File: src/verilog/aoc_map.vh
// Notes on behaviour
// - writing 0x1235 to the code word register lifts write protection
// - any other code word value restores write protection
// - code word reads back 0x1235 when unlocked, zero when protected
// - maker parameters 16..30 accept writes only while unlocked
// - maker and user parameters are kept in nonvolatile storage
// - register 8 holds a fixed module type identifier
// - register 9 holds firmware version as ASCII characters
// - msb of minimum length register marks control byte optional
// - data type register reports channel layout, here word array 0x04
// - register 5 shows the scaled word sent to the converter
// - hardware gain is unsigned fraction times 2^-16, 0xffff is unity
// - maker factor unsigned times 2^-8, 0x0100 is one and default
// - feature bit 0 enables user line, bit 1 maker line, default one
// - feature bit 2 clear runs watchdog; overflow drives fallback value
// - feature bit 8 selects maker (0) or user (1) fallback value
// - user offset is signed 16-bit, default zero
// - user factor is signed times 2^-8, default 0x0100
// - user fallback output after reset and after 100ms without data; here bit 8 resets clear, so reset gives the zero maker fallback
// - control bit7 clear, bit6 set trims; bit4 gain, bit3 offset, bit1 up, bit0 down
// - trimming needs unlock; trimmed values committed when code word reset
// - control bit7 set is register access, bit6 write, bits 5..0 address
// - converter word is offset plus factor times input, maker before user
`ifndef AOC_MAP_VH
`define AOC_MAP_VH
`define AOC_A_RAW 6'h05
`define AOC_A_TYPE 6'h08
`define AOC_A_FW 6'h09
`define AOC_A_SRLEN 6'h0a
`define AOC_A_CHCNT 6'h0b
`define AOC_A_MINLEN 6'h0c
`define AOC_A_DTYPE 6'h0d
`define AOC_A_ALIGN 6'h0f
`define AOC_A_HWOFS 6'h11
`define AOC_A_HWGAIN 6'h12
`define AOC_A_MKOFS 6'h13
`define AOC_A_MKFAC 6'h14
`define AOC_A_CODE 6'h1f
`define AOC_A_FEAT 6'h20
`define AOC_A_USOFS 6'h21
`define AOC_A_USFAC 6'h22
`define AOC_A_USFB 6'h23
`define AOC_MAKER_LO 6'h10
`define AOC_MAKER_HI 6'h1e
`define AOC_UNLOCK 16'h1235
`define AOC_TYPE_ID 16'h0a5a
`define AOC_FW_VER 16'h3141
`define AOC_SRLEN_VAL 16'h0018
`define AOC_CHCNT_VAL 16'h0001
`define AOC_MINLEN_VAL 16'h8010
`define AOC_DTYPE_VAL 16'h0004
`define AOC_RST_FEAT 16'h0006
`define AOC_RST_FAC 16'h0100
`define AOC_RST_GAIN 16'hffff
`define AOC_RST_ZERO 16'h0000
`define AOC_F_USER 0
`define AOC_F_MAKER 1
`define AOC_F_WDOFF 2
`define AOC_F_FBSEL 8
`define AOC_C_REG 7
`define AOC_C_WR 6
`define AOC_C_GAIN 4
`define AOC_C_OFS 3
`define AOC_C_FAST 2
`define AOC_C_UP 1
`define AOC_C_DOWN 0
`define AOC_CLK_MHZ 50
`define AOC_WD_MS 100
`define AOC_SLOW_MS 1000
`define AOC_FAST_MS 50
`define AOC_MS_CYC (`AOC_CLK_MHZ * 1000)
`define AOC_WD_CYC (`AOC_WD_MS * `AOC_MS_CYC)
`define AOC_SLOW_CYC (`AOC_SLOW_MS * `AOC_MS_CYC)
`define AOC_FAST_CYC (`AOC_FAST_MS * `AOC_MS_CYC)
`endif

File: src/verilog/aoc_channel.v
`timescale 1ns/1ps
`include "aoc_map.vh"
module aoc_channel #(
  parameter [31:0] WD_CYC = `AOC_WD_CYC,
  parameter [31:0] SLOW_CYC = `AOC_SLOW_CYC,
  parameter [31:0] FAST_CYC = `AOC_FAST_CYC
) (
  input wire clk_in,
  input wire arst_n_in,
  input wire frame_in,
  input wire [7:0] ctrl_in,
  input wire [15:0] data_in,
  output reg [7:0] status_out,
  output reg [15:0] rdata_out,
  output reg [15:0] dac_out,
  output reg run_out,
  output reg nv_commit_out
);
  reg rst_s1_r, rst_s2_r;
  reg frm_s1_r, frm_s2_r, frm_d_r;
  reg [7:0] ctl_s1_r, ctl_s2_r;
  reg [15:0] dat_s1_r, dat_s2_r;
  reg [15:0] align_r, hwofs_r, hwgain_r, mkofs_r, mkfac_r, code_r;
  reg [15:0] feat_r, usofs_r, usfac_r, usfb_r, x_r;
  reg [31:0] wd_cnt_r, step_cnt_r;
  reg wd_ovf_r;
  reg [15:0] rd_nxt;
  wire rst_n;
  wire frame_evt;
  wire unlocked;
  wire reg_mode, reg_wr;
  wire [5:0] addr;
  wire trim;
  wire [31:0] step_lim;
  wire step_due;
  wire [15:0] y0, y1m, y2u, y1, y2, fb_val, dac_nxt;
  wire signed [32:0] gain_prod;

  always @(posedge clk_in or negedge arst_n_in)
  begin
    if (!arst_n_in)
    begin
      rst_s1_r <= 1'b0;
      rst_s2_r <= 1'b0;
    end
    else
    begin
      rst_s1_r <= 1'b1;
      rst_s2_r <= rst_s1_r;
    end
  end
  assign rst_n = rst_s2_r;

  // coupler bus comes from another domain: two stages before use
  always @(posedge clk_in or negedge rst_n)
  begin
    if (!rst_n)
    begin
      frm_s1_r <= 1'b0;
      frm_s2_r <= 1'b0;
      frm_d_r <= 1'b0;
      ctl_s1_r <= 8'h00;
      ctl_s2_r <= 8'h00;
      dat_s1_r <= 16'h0000;
      dat_s2_r <= 16'h0000;
    end
    else
    begin
      frm_s1_r <= frame_in;
      frm_s2_r <= frm_s1_r;
      frm_d_r <= frm_s2_r;
      ctl_s1_r <= ctrl_in;
      ctl_s2_r <= ctl_s1_r;
      dat_s1_r <= data_in;
      dat_s2_r <= dat_s1_r;
    end
  end
  // coupler holds ctrl and data stable around the frame strobe
  assign frame_evt = frm_s2_r & ~frm_d_r;

  assign unlocked = (code_r == `AOC_UNLOCK);
  assign reg_mode = ctl_s2_r[`AOC_C_REG];
  assign reg_wr = frame_evt & reg_mode & ctl_s2_r[`AOC_C_WR];
  assign addr = ctl_s2_r[5:0];
  assign trim = ~ctl_s2_r[`AOC_C_REG] & ctl_s2_r[`AOC_C_WR] & unlocked;
  assign step_lim = ctl_s2_r[`AOC_C_FAST] ? FAST_CYC : SLOW_CYC;
  assign step_due = trim & (step_cnt_r >= step_lim - 32'd1);

  // parameter storage; these registers mirror the nonvolatile copy
  always @(posedge clk_in or negedge rst_n)
  begin
    if (!rst_n)
    begin
      align_r <= `AOC_RST_ZERO;
      hwofs_r <= `AOC_RST_ZERO;
      hwgain_r <= `AOC_RST_GAIN;
      mkofs_r <= `AOC_RST_ZERO;
      mkfac_r <= `AOC_RST_FAC;
      code_r <= `AOC_RST_ZERO;
      feat_r <= `AOC_RST_FEAT;
      usofs_r <= `AOC_RST_ZERO;
      usfac_r <= `AOC_RST_FAC;
      usfb_r <= `AOC_RST_ZERO;
      x_r <= `AOC_RST_ZERO;
      step_cnt_r <= 32'd0;
      nv_commit_out <= 1'b0;
    end
    else
    begin
      nv_commit_out <= 1'b0;
      if (frame_evt && !reg_mode)
        x_r <= dat_s2_r;
      if (reg_wr)
      begin
        case (addr)
          `AOC_A_ALIGN: align_r <= dat_s2_r;
          `AOC_A_CODE:
          begin
            code_r <= dat_s2_r;
            // leaving unlock stores parameters, including trims
            if (unlocked && dat_s2_r != `AOC_UNLOCK)
              nv_commit_out <= 1'b1;
          end
          // user area also sits behind the code word
          `AOC_A_FEAT: if (unlocked) feat_r <= dat_s2_r;
          `AOC_A_USOFS: if (unlocked) usofs_r <= dat_s2_r;
          `AOC_A_USFAC: if (unlocked) usfac_r <= dat_s2_r;
          `AOC_A_USFB: if (unlocked) usfb_r <= dat_s2_r;
          `AOC_A_HWOFS: if (unlocked) hwofs_r <= dat_s2_r;
          `AOC_A_HWGAIN: if (unlocked) hwgain_r <= dat_s2_r;
          `AOC_A_MKOFS: if (unlocked) mkofs_r <= dat_s2_r;
          `AOC_A_MKFAC: if (unlocked) mkfac_r <= dat_s2_r;
          default: ;
        endcase
      end
      // trim stepping on hardware gain/offset, clamped at the ends
      if (!trim)
        step_cnt_r <= 32'd0;
      else if (step_due)
      begin
        step_cnt_r <= 32'd0;
        if (ctl_s2_r[`AOC_C_GAIN])
        begin
          if (ctl_s2_r[`AOC_C_UP] && hwgain_r != 16'hffff)
            hwgain_r <= hwgain_r + 16'h0001;
          else if (ctl_s2_r[`AOC_C_DOWN] && hwgain_r != 16'h0000)
            hwgain_r <= hwgain_r - 16'h0001;
        end
        else if (ctl_s2_r[`AOC_C_OFS])
        begin
          if (ctl_s2_r[`AOC_C_UP] && hwofs_r != 16'h7fff)
            hwofs_r <= hwofs_r + 16'h0001;
          else if (ctl_s2_r[`AOC_C_DOWN] && hwofs_r != 16'h8000)
            hwofs_r <= hwofs_r - 16'h0001;
        end
      end
      else
        step_cnt_r <= step_cnt_r + 32'd1;
    end
  end

  // watchdog: only process frames restart it; overflow latches until data arrives
  always @(posedge clk_in or negedge rst_n)
  begin
    if (!rst_n)
    begin
      wd_cnt_r <= 32'd0;
      wd_ovf_r <= 1'b1;
    end
    else if (frame_evt && !reg_mode)
    begin
      wd_cnt_r <= 32'd0;
      wd_ovf_r <= 1'b0;
    end
    else if (!feat_r[`AOC_F_WDOFF] && !wd_ovf_r)
    begin
      if (wd_cnt_r >= WD_CYC - 32'd1)
        wd_ovf_r <= 1'b1;
      else
        wd_cnt_r <= wd_cnt_r + 32'd1;
    end
  end

  // hardware trim stage is the unity path before the lines
  // full-width product; a concatenation would cut it to 17 bits
  assign gain_prod = $signed(x_r) * $signed({1'b0, hwgain_r});
  aoc_line u_hw (
    .x_in(gain_prod[31:16]),
    .factor_in(16'h0100),
    .signed_factor_in(1'b0),
    .offset_in(hwofs_r),
    .y_out(y0)
  );
  aoc_line u_mk (
    .x_in(y0),
    .factor_in(mkfac_r),
    .signed_factor_in(1'b0),
    .offset_in(mkofs_r),
    .y_out(y1m)
  );
  assign y1 = feat_r[`AOC_F_MAKER] ? y1m : y0;
  aoc_line u_us (
    .x_in(y1),
    .factor_in(usfac_r),
    .signed_factor_in(1'b1),
    .offset_in(usofs_r),
    .y_out(y2u)
  );
  assign y2 = feat_r[`AOC_F_USER] ? y2u : y1;
  // maker fallback value is not stored separately; it is zero volts
  assign fb_val = feat_r[`AOC_F_FBSEL] ? usfb_r : `AOC_RST_ZERO;
  assign dac_nxt = wd_ovf_r ? fb_val : y2;

  always @*
  begin
    rd_nxt = 16'h0000;
    case (addr)
      `AOC_A_RAW: rd_nxt = dac_out;
      `AOC_A_TYPE: rd_nxt = `AOC_TYPE_ID;
      `AOC_A_FW: rd_nxt = `AOC_FW_VER;
      `AOC_A_SRLEN: rd_nxt = `AOC_SRLEN_VAL;
      `AOC_A_CHCNT: rd_nxt = `AOC_CHCNT_VAL;
      `AOC_A_MINLEN: rd_nxt = `AOC_MINLEN_VAL;
      `AOC_A_DTYPE: rd_nxt = `AOC_DTYPE_VAL;
      `AOC_A_ALIGN: rd_nxt = align_r;
      `AOC_A_HWOFS: rd_nxt = hwofs_r;
      `AOC_A_HWGAIN: rd_nxt = hwgain_r;
      `AOC_A_MKOFS: rd_nxt = mkofs_r;
      `AOC_A_MKFAC: rd_nxt = mkfac_r;
      `AOC_A_CODE: rd_nxt = unlocked ? `AOC_UNLOCK : 16'h0000;
      `AOC_A_FEAT: rd_nxt = feat_r;
      `AOC_A_USOFS: rd_nxt = usofs_r;
      `AOC_A_USFAC: rd_nxt = usfac_r;
      `AOC_A_USFB: rd_nxt = usfb_r;
      default: rd_nxt = 16'h0000;
    endcase
  end

  always @(posedge clk_in or negedge rst_n)
  begin
    if (!rst_n)
    begin
      status_out <= 8'h00;
      rdata_out <= 16'h0000;
      dac_out <= 16'h0000;
      run_out <= 1'b0;
    end
    else
    begin
      dac_out <= dac_nxt;
      run_out <= ~wd_ovf_r;
      if (frame_evt)
      begin
        // status echoes register access and address; write data reads back zero
        status_out <= reg_mode ? ctl_s2_r : 8'h00;
        rdata_out <= (reg_mode && !ctl_s2_r[`AOC_C_WR]) ? rd_nxt : 16'h0000;
      end
    end
  end
endmodule // aoc_channel

File: src/verilog/aoc_line.v
`timescale 1ns/1ps
`include "aoc_map.vh"
// y = offset + factor * x / 256, saturated to signed 16 bits
module aoc_line (
  input wire [15:0] x_in,
  input wire [15:0] factor_in,
  input wire signed_factor_in,
  input wire [15:0] offset_in,
  output wire [15:0] y_out
);
  wire signed [16:0] fac_ext;
  wire signed [33:0] prod;
  wire signed [33:0] sum;
  assign fac_ext = signed_factor_in ? {factor_in[15], factor_in} : {1'b0, factor_in};
  assign prod = $signed(x_in) * fac_ext;
  // offset cast keeps the sum signed, so the shift stays arithmetic
  assign sum = (prod >>> 8) + $signed({{18{offset_in[15]}}, offset_in});
  // saturate rather than wrap
  assign y_out = (sum > 34'sd32767) ? 16'h7fff :
                 (sum < -34'sd32768) ? 16'h8000 : sum[15:0];
endmodule // aoc_line

File: config.mk
export PLATFORM = sky130hd
export DESIGN_NAME = aoc_channel
export DESIGN_NICKNAME = d
export VERILOG_FILES = /design/src/verilog/aoc_channel.v /design/src/verilog/aoc_line.v
export VERILOG_INCLUDE_DIRS = /design/src /design/src/verilog
export SDC_FILE = /design/constraint.sdc
export NUM_CORES = 2
export LEC_CHECK = 0
export BUFFER_PORTS_ARGS = -buffer_cell sky130_fd_sc_hd__buf_2
export CORE_ASPECT_RATIO = 1.1
export CORE_UTILIZATION = 45
export DETAILED_ROUTE_END_ITERATION = 8
export HOLD_SLACK_MARGIN = 0.05
export SLEW_MARGIN = 20
export SYNTH_ARGS = -nofsm -noshare
export SYNTH_HDL_FRONTEND = slang
export SYNTH_SLANG_ARGS = --single-unit
File: constraint.sdc
create_clock -name clk_in -period 16.85 [get_ports clk_in]
set_input_delay 1.685 -clock clk_in [delete_from_list [all_inputs] [get_ports clk_in]]
set_output_delay 1.685 -clock clk_in [all_outputs]
set_load 0.005 [all_outputs]
* Word-level counts from Yosys, hierarchy flattened *
Cells that the tools add are included.

word-level totals
  flip-flop bits (word level) = 336
  bits of input ports = 27
  word-level logic and storage cells = 149
  output and inout port bits = 42

operators by class
  eq/ne operators = 23
  multipliers = 3
  order comparisons = 8
  reduce and logical (&&, ||, !) cells = 25
  add/sub/neg operators = 10
  bitwise operators = 9
  mux-type cells = 43

operators by type and width
  cell                                                                 count
  two-way mux 16 bit                                                   28
  one-hot mux 16 bit (17 select lines)                                 1
  two-way mux 32 bit                                                   5
  > comparator 34 x 16 -> 1 bit, second input constant                 3
  < comparator 34 x 16 -> 1 bit, second input constant                 3
  adder 32 x 1 -> 32 bit, second input constant                        2
  == test 6 x 4 -> 1 bit, second input constant                        7
  multiplier 16 x 17 -> 33 bit                                         1
  adder 16 x 1 -> 16 bit, second input constant                        2
  greater-or-equal comparator 32 x 23 -> 1 bit, second input constant  1
  greater-or-equal comparator 32 bit                                   1
  multiplier 16 x 16 -> 32 bit                                         1
  multiplier 16 x 17 -> 32 bit                                         1
  != test 16 bit, second input constant                                2
  subtractor 16 x 1 -> 16 bit, second input constant                   2
  == test 6 x 5 -> 1 bit, second input constant                        5
  subtractor 26 x 1 -> 27 bit, second input constant                   1
  adder 25 x 16 -> 26 bit                                              1
  two-way mux 26 bit                                                   1
  adder 24 x 16 -> 25 bit                                              1
  == test 6 bit, second input constant                                 4
  AND reduction 3 bit                                                  6
  adder 16 x 16 -> 17 bit                                              1
  == test 16 x 13 -> 1 bit, second input constant                      1
  other kinds (14)                                                     40

* Depth between registers and ports, before layout *
  depth after elaboration = 18
  gate-level depth with buffers = 116
  gate-level depth less buffers = 109

* Modules after synthesis *
A second synthesis with hierarchy kept.

unflattened totals
  cell total of the unflattened synthesis = 6466
  area total of the unflattened synthesis = 59910.0 um2

modules (own cells, without submodules)
  module            sequential area each (um2)  cells each  area an instance (um2)  instances
  aoc_channel       8434.3                      2446        24686.2                 1
  aoc_line at u_us  0.0                         1384        12046.6                 1
  aoc_line at u_hw  0.0                         1316        11637.4                 1
  aoc_line at u_mk  0.0                         1320        11539.8                 1

* Worst setup path before layout *
No wires, ideal clock.

  kind = reg-to-reg
  start = reg hwgain_r[6]
  end = reg dac_out[0]
  setup slack = -8450 ps
  library setup time = 122 ps
  stages on the path, launching flop included = 113
  buffers on the path = 9
  data required time = 16728 ps
  arrival time = 25178 ps
  period minus slack after synthesis = 25300 ps
  path through = dfstp_2 > clkbuf_1 > clkbuf_1 > clkbuf_1 > nand2_1 > fa_1 > inv_1 > fa_1 > inv_1 > fa_1 > inv_1 > fa_1 > fa_1 > inv_1 > fa_1 > inv_1 > ha_1 > nor2b_1 > [... 77 more ...] > a31oi_2 > a211o_2 > a31oi_4 > xnor2_1 > ha_1 > a41oi_1 > o21ai_0 > a21o_1 > a21oi_1 > and3_1 > o21ai_0 > a2111oi_0 > mux2i_1 > a21oi_1 > a31oi_1 > clkbuf_1 > o221ai_1 > nand2_1

on the way
  word-level cells in the longest chain between the ends = 18
  elaborated cells on any way between the ends = 21
  classes of those cells = add/sub (3); mul (3); order compare (6); mux (9)

ends and longest elaborated chain
  element                           line               text
  start: declaration                aoc_channel.v:23   reg [15:0] align_r, hwofs_r, hwgain_r, mkofs_r, mkfac_r, code_r;
  start signal: assignment          aoc_channel.v:96   hwgain_r <= `AOC_RST_GAIN;
  start signal: assignment          aoc_channel.v:130  `AOC_A_HWGAIN: if (unlocked) hwgain_r <= dat_s2_r;
  start signal: assignment          aoc_channel.v:145  hwgain_r <= hwgain_r + 16'h0001;
  multiplier 16 x 17 -> 32 bit (*)  aoc_channel.v:186  assign gain_prod = $signed(x_r) * $signed({1'b0, hwgain_r});
  adder 16 x 16 -> 17 bit (*)       aoc_line.v:17      assign sum = (prod >>> 8) + $signed({{18{offset_in[15]}}, offset_in});
  < comparator 34 x 16 -> 1 bit     aoc_line.v:20      (sum < -34'sd32768) ? 16'h8000 : sum[15:0];
  two-way mux 16 bit                aoc_line.v:20
  two-way mux 16 bit (*)            aoc_line.v:19      assign y_out = (sum > 34'sd32767) ? 16'h7fff :
  multiplier 16 x 17 -> 33 bit      aoc_line.v:15      assign prod = $signed(x_in) * fac_ext;
  adder 25 x 16 -> 26 bit           aoc_line.v:17
  < comparator 34 x 16 -> 1 bit     aoc_line.v:20
  [... 3 more ...]                  --
  multiplier 16 x 16 -> 32 bit      aoc_line.v:15
  adder 24 x 16 -> 25 bit           aoc_line.v:17
  < comparator 34 x 16 -> 1 bit     aoc_line.v:20
  two-way mux 16 bit                aoc_line.v:20
  two-way mux 16 bit                aoc_line.v:19
  two-way mux 16 bit (*)            aoc_channel.v:209  assign y2 = feat_r[`AOC_F_USER] ? y2u : y1;
  two-way mux 16 bit (*)            aoc_channel.v:212  assign dac_nxt = wd_ovf_r ? fb_val : y2;
  via dac_nxt[0]                    aoc_channel.v:36   wire [15:0] y0, y1m, y2u, y1, y2, fb_val, dac_nxt;
  end signal: assignment            aoc_channel.v:250  dac_out <= dac_nxt;
  end: declaration                  aoc_channel.v:15   output reg [15:0] dac_out,

The timed path passes the listed nets; every way through them passes the cells marked *.
A chain may end at the register's enable or synchronous reset.

* Worst setup path in the final report *
  start = reg hwgain_r[3]
  end = reg dac_out[12]

The elaborated chain is that of the path after synthesis.

==> results.json <==
{
  "outcome": "finished, violations left",
  "failed_checks": "negative setup slack",
  "cts-root-buf": "clkbuf_16",
  "vias": 38100,
  "fp.dieW_microns": 307,
  "slew_headroom_pct": 29.3,
  "grtUsageMet3_pct": 3.29,
  "fin_area_sq_um": 56300,
  "met1_usage_pct": 36.7,
  "fin_crit_ps": 23960,
  "fin_worst_skew_ps": 49.5,
  "cpMostUsedCell": "fa_1",
  "h-tree-depth": 2,
  "insertion_delay_ps": 590,
  "cp_slowest_cell": "fa_1",
  "cp.buffers_inverters": 28,
  "first_global_vias": 39700,
  "drc": 0,
  "wl_per_cell_microns": 19.9,
  "viasPerCell": 5.37,
  "dpl.hpwl_microns": 112000,
  "synth_top_cell_by_area": "fa_1",
  "netlist_top_cells_area": "fa_1, dfrtp_1, ha_1, inv_1, nand2_1",
  "slowest_delay_ps": 570,
  "cp.required_ps": 17350,
  "drive_gt1_share_pct": 23.3,
  "port_buffers": 68,
  "setup_slack_ps": -7110,
  "worstMarginPinSlew_ps": 1060,
  "cp.arrival_ps": 24450,
  "fillerInstances": 9039,
  "avgSynthCellArea_sq_um": 9.12,
  "grt_usage_pct": 27.7,
  "grt_start_max_net_pins": 80,
  "grt_pass1_wl_microns": 224000,
  "gp_congestion": 0.929,
  "worst_hold_path_type": "reg -> reg",
  "synth_cell_types": 91,
  "numCtsBuffers": 39,
  "cp_top_family": "adder cells",
  "maxSlewViolCount": 0,
  "synthDominantCellAreaShare_pct": 28.2,
  "postRouteAntennaNets": 0,
  "num_rows": 122,
  "synth_ff_type": "dfrtp_1",
  "maxCapViolCount": 0,
  "coreArea_sq_um": 101000,
  "antenna_found_initial": 4,
  "post-route-period-util_pct": 142,
  "hold_buffers": 0,
  "first_pass_iters": 6,
  "cts_tree": "yes",
  "yosysWarnings": 0,
  "grt_util_met2_pct": 47.1,
  "die_area_sq_um": 104000,
  "start_kind": "register",
  "yosysMostFrequentCell": "inv_1",
  "worstSetupPathType": "reg -> reg",
  "fin_util_pct": 55.6,
  "setup_viol": 16,
  "ys_ff_latch": 336,
  "path_clk_slew_ps": 70,
  "busiest_layer": "met2",
  "crit_path_max_fanout": 12,
  "drt_iter0_drc": 2816,
  "critPathCaptureType": "register",
  "routed_wl_microns": 141000,
  "synth_sequential_area_ratio_pct": 18.3,
  "syn_to_final_growth_pct": 21.9,
  "start_util_pct": 45.6,
  "ios": 69,
  "async_reset_ff_share_pct": 100,
  "syn_inst": 5064,
  "cts_sinks": 336,
  "syn-cell-area_sq_um": 46200,
  "synth_edf_count": 0,
  "rsz0062_at_grt": "true",
  "finalHoldViolCount": 0,
  "dpl_cell_area_sq_um": 53300,
  "cts.path.max_buffers": 3,
  "nets": 6776,
  "dieHeight_microns": 338,
  "fmax_mhz": 41.7,
  "grt-ovfl-total": 0,
  "synth_common_cells": "inv_1, fa_1, nand2_1"
}
[cells by family after synthesis]
kind of cell | Yosys count | share of synthesized area (%)
compound gates | 681 | 9.72
fa+ha+maj | 1057 | 39.2
other cells | 2 | 0.0163
xor+xnor | 164 | 3.11
buf+inv | 1069 | 8.71
simple gates | 1573 | 16.6
flops | 336 | 18.3
mux | 182 | 4.38
[registers in the layout, summed over array words and instances (netlist names), 16 cells and up]
name        flops
wd_cnt_r       32
dac_out        16
usfb_r         16
hwofs_r        16
usofs_r        16
usfac_r        16
rdata_out      16
feat_r         16
step_cnt_r     32
mkofs_r        16
align_r        16
hwgain_r       16
x_r            16
code_r         16
dat_s1_r       16
dat_s2_r       16
mkfac_r        16
[worst paths after layout]
check                                 start           to  slack [ps]  cells after the start
worst max-delay path            hwgain_r[3]  dac_out[12]       -7110                    112
worst min-delay path            ctl_s1_r[2]  ctl_s2_r[2]         340                      0
worst max register to register  hwgain_r[3]  dac_out[12]       -7110                    112
worst min register to register  ctl_s1_r[2]  ctl_s2_r[2]         340                      0
max in group asynchronous             rst_n       x_r[5]       14180                      2
min in group asynchronous             rst_n    usfb_r[4]         470                      0
[cells in the final DEF (no fill, tap or decap), types with 62 or more instances in the layout]
| cell type | count |
|---|---|
| a21o_1 | 68 |
| a21oi_1 | 132 |
| and2_1 | 328 |
| buf_2 | 68 |
| buf_4 | 681 |
| dfrtp_1 | 308 |
| fa_1 | 635 |
| ha_1 | 372 |
| inv_1 | 819 |
| mux2_2 | 142 |
| nand2_1 | 574 |
| nand3_1 | 62 |
| nor2_1 | 247 |
| o21ai_0 | 94 |
| xnor2_1 | 78 |
| xor2_1 | 75 |
[what timing repair did]
item,4_1_cts,5_1_grt
cloned,1,3
pin swaps,27,85
setup buffers,26,47
resized for setup,36,200
endpoints found under the setup margin,16,16
hold endpoints to repair,0,0
[metrics by stage]
stage	setup WS (ps)	setup TNS, ps	std cells	hold slack [ps]
after CTS	-7000	-111460	7035	347
after global placement	-7280	-113970	6938	332
after floorplan	-6080	-96600	5068	331
after detailed placement	-7440	-117200	6938	335
after global routing	-8130	-129080	7085	351
final	-7110	-112600	7089	343
[metal layers]
layer,vias to the layer above,share of wire (%)
met5,-,0
met4,0,3.9
met3,287,5.7
met2,1148,48
met1,19200,42
li1,17500,-
[area by class of cell]
cell class	instances	area (sq um)	area share (%)
Antenna cell	4	10.0	0.0178
Clock buffer	53	1110	1.97
Clock inverter	17	235	0.418
Inverter	845	3170	5.63
Multi-Input combinational cell	3663	35300	62.7
Sequential cell	336	8450	15.0
Tap cell	1364	1710	3.03
Timing Repair Buffer	807	6340	11.3
[worst reg2reg max path: cells and delay by family (launching register included)]
| family | cells | cell delay (ps) |
|---|---|---|
| AOI/OAI and AO/OA | 40 | 7250 |
| xor gates and xnor gates | 2 | 280 |
| adders and majority gates | 24 | 9450 |
| buffers and inverters | 28 | 3170 |
| DFF | 1 | 530 |
| and+or+nand+nor | 18 | 3180 |
Power is left out: the tool's default activity adds up to more than one toggle a clock period on the data nets, which glitch-free logic cannot reach.
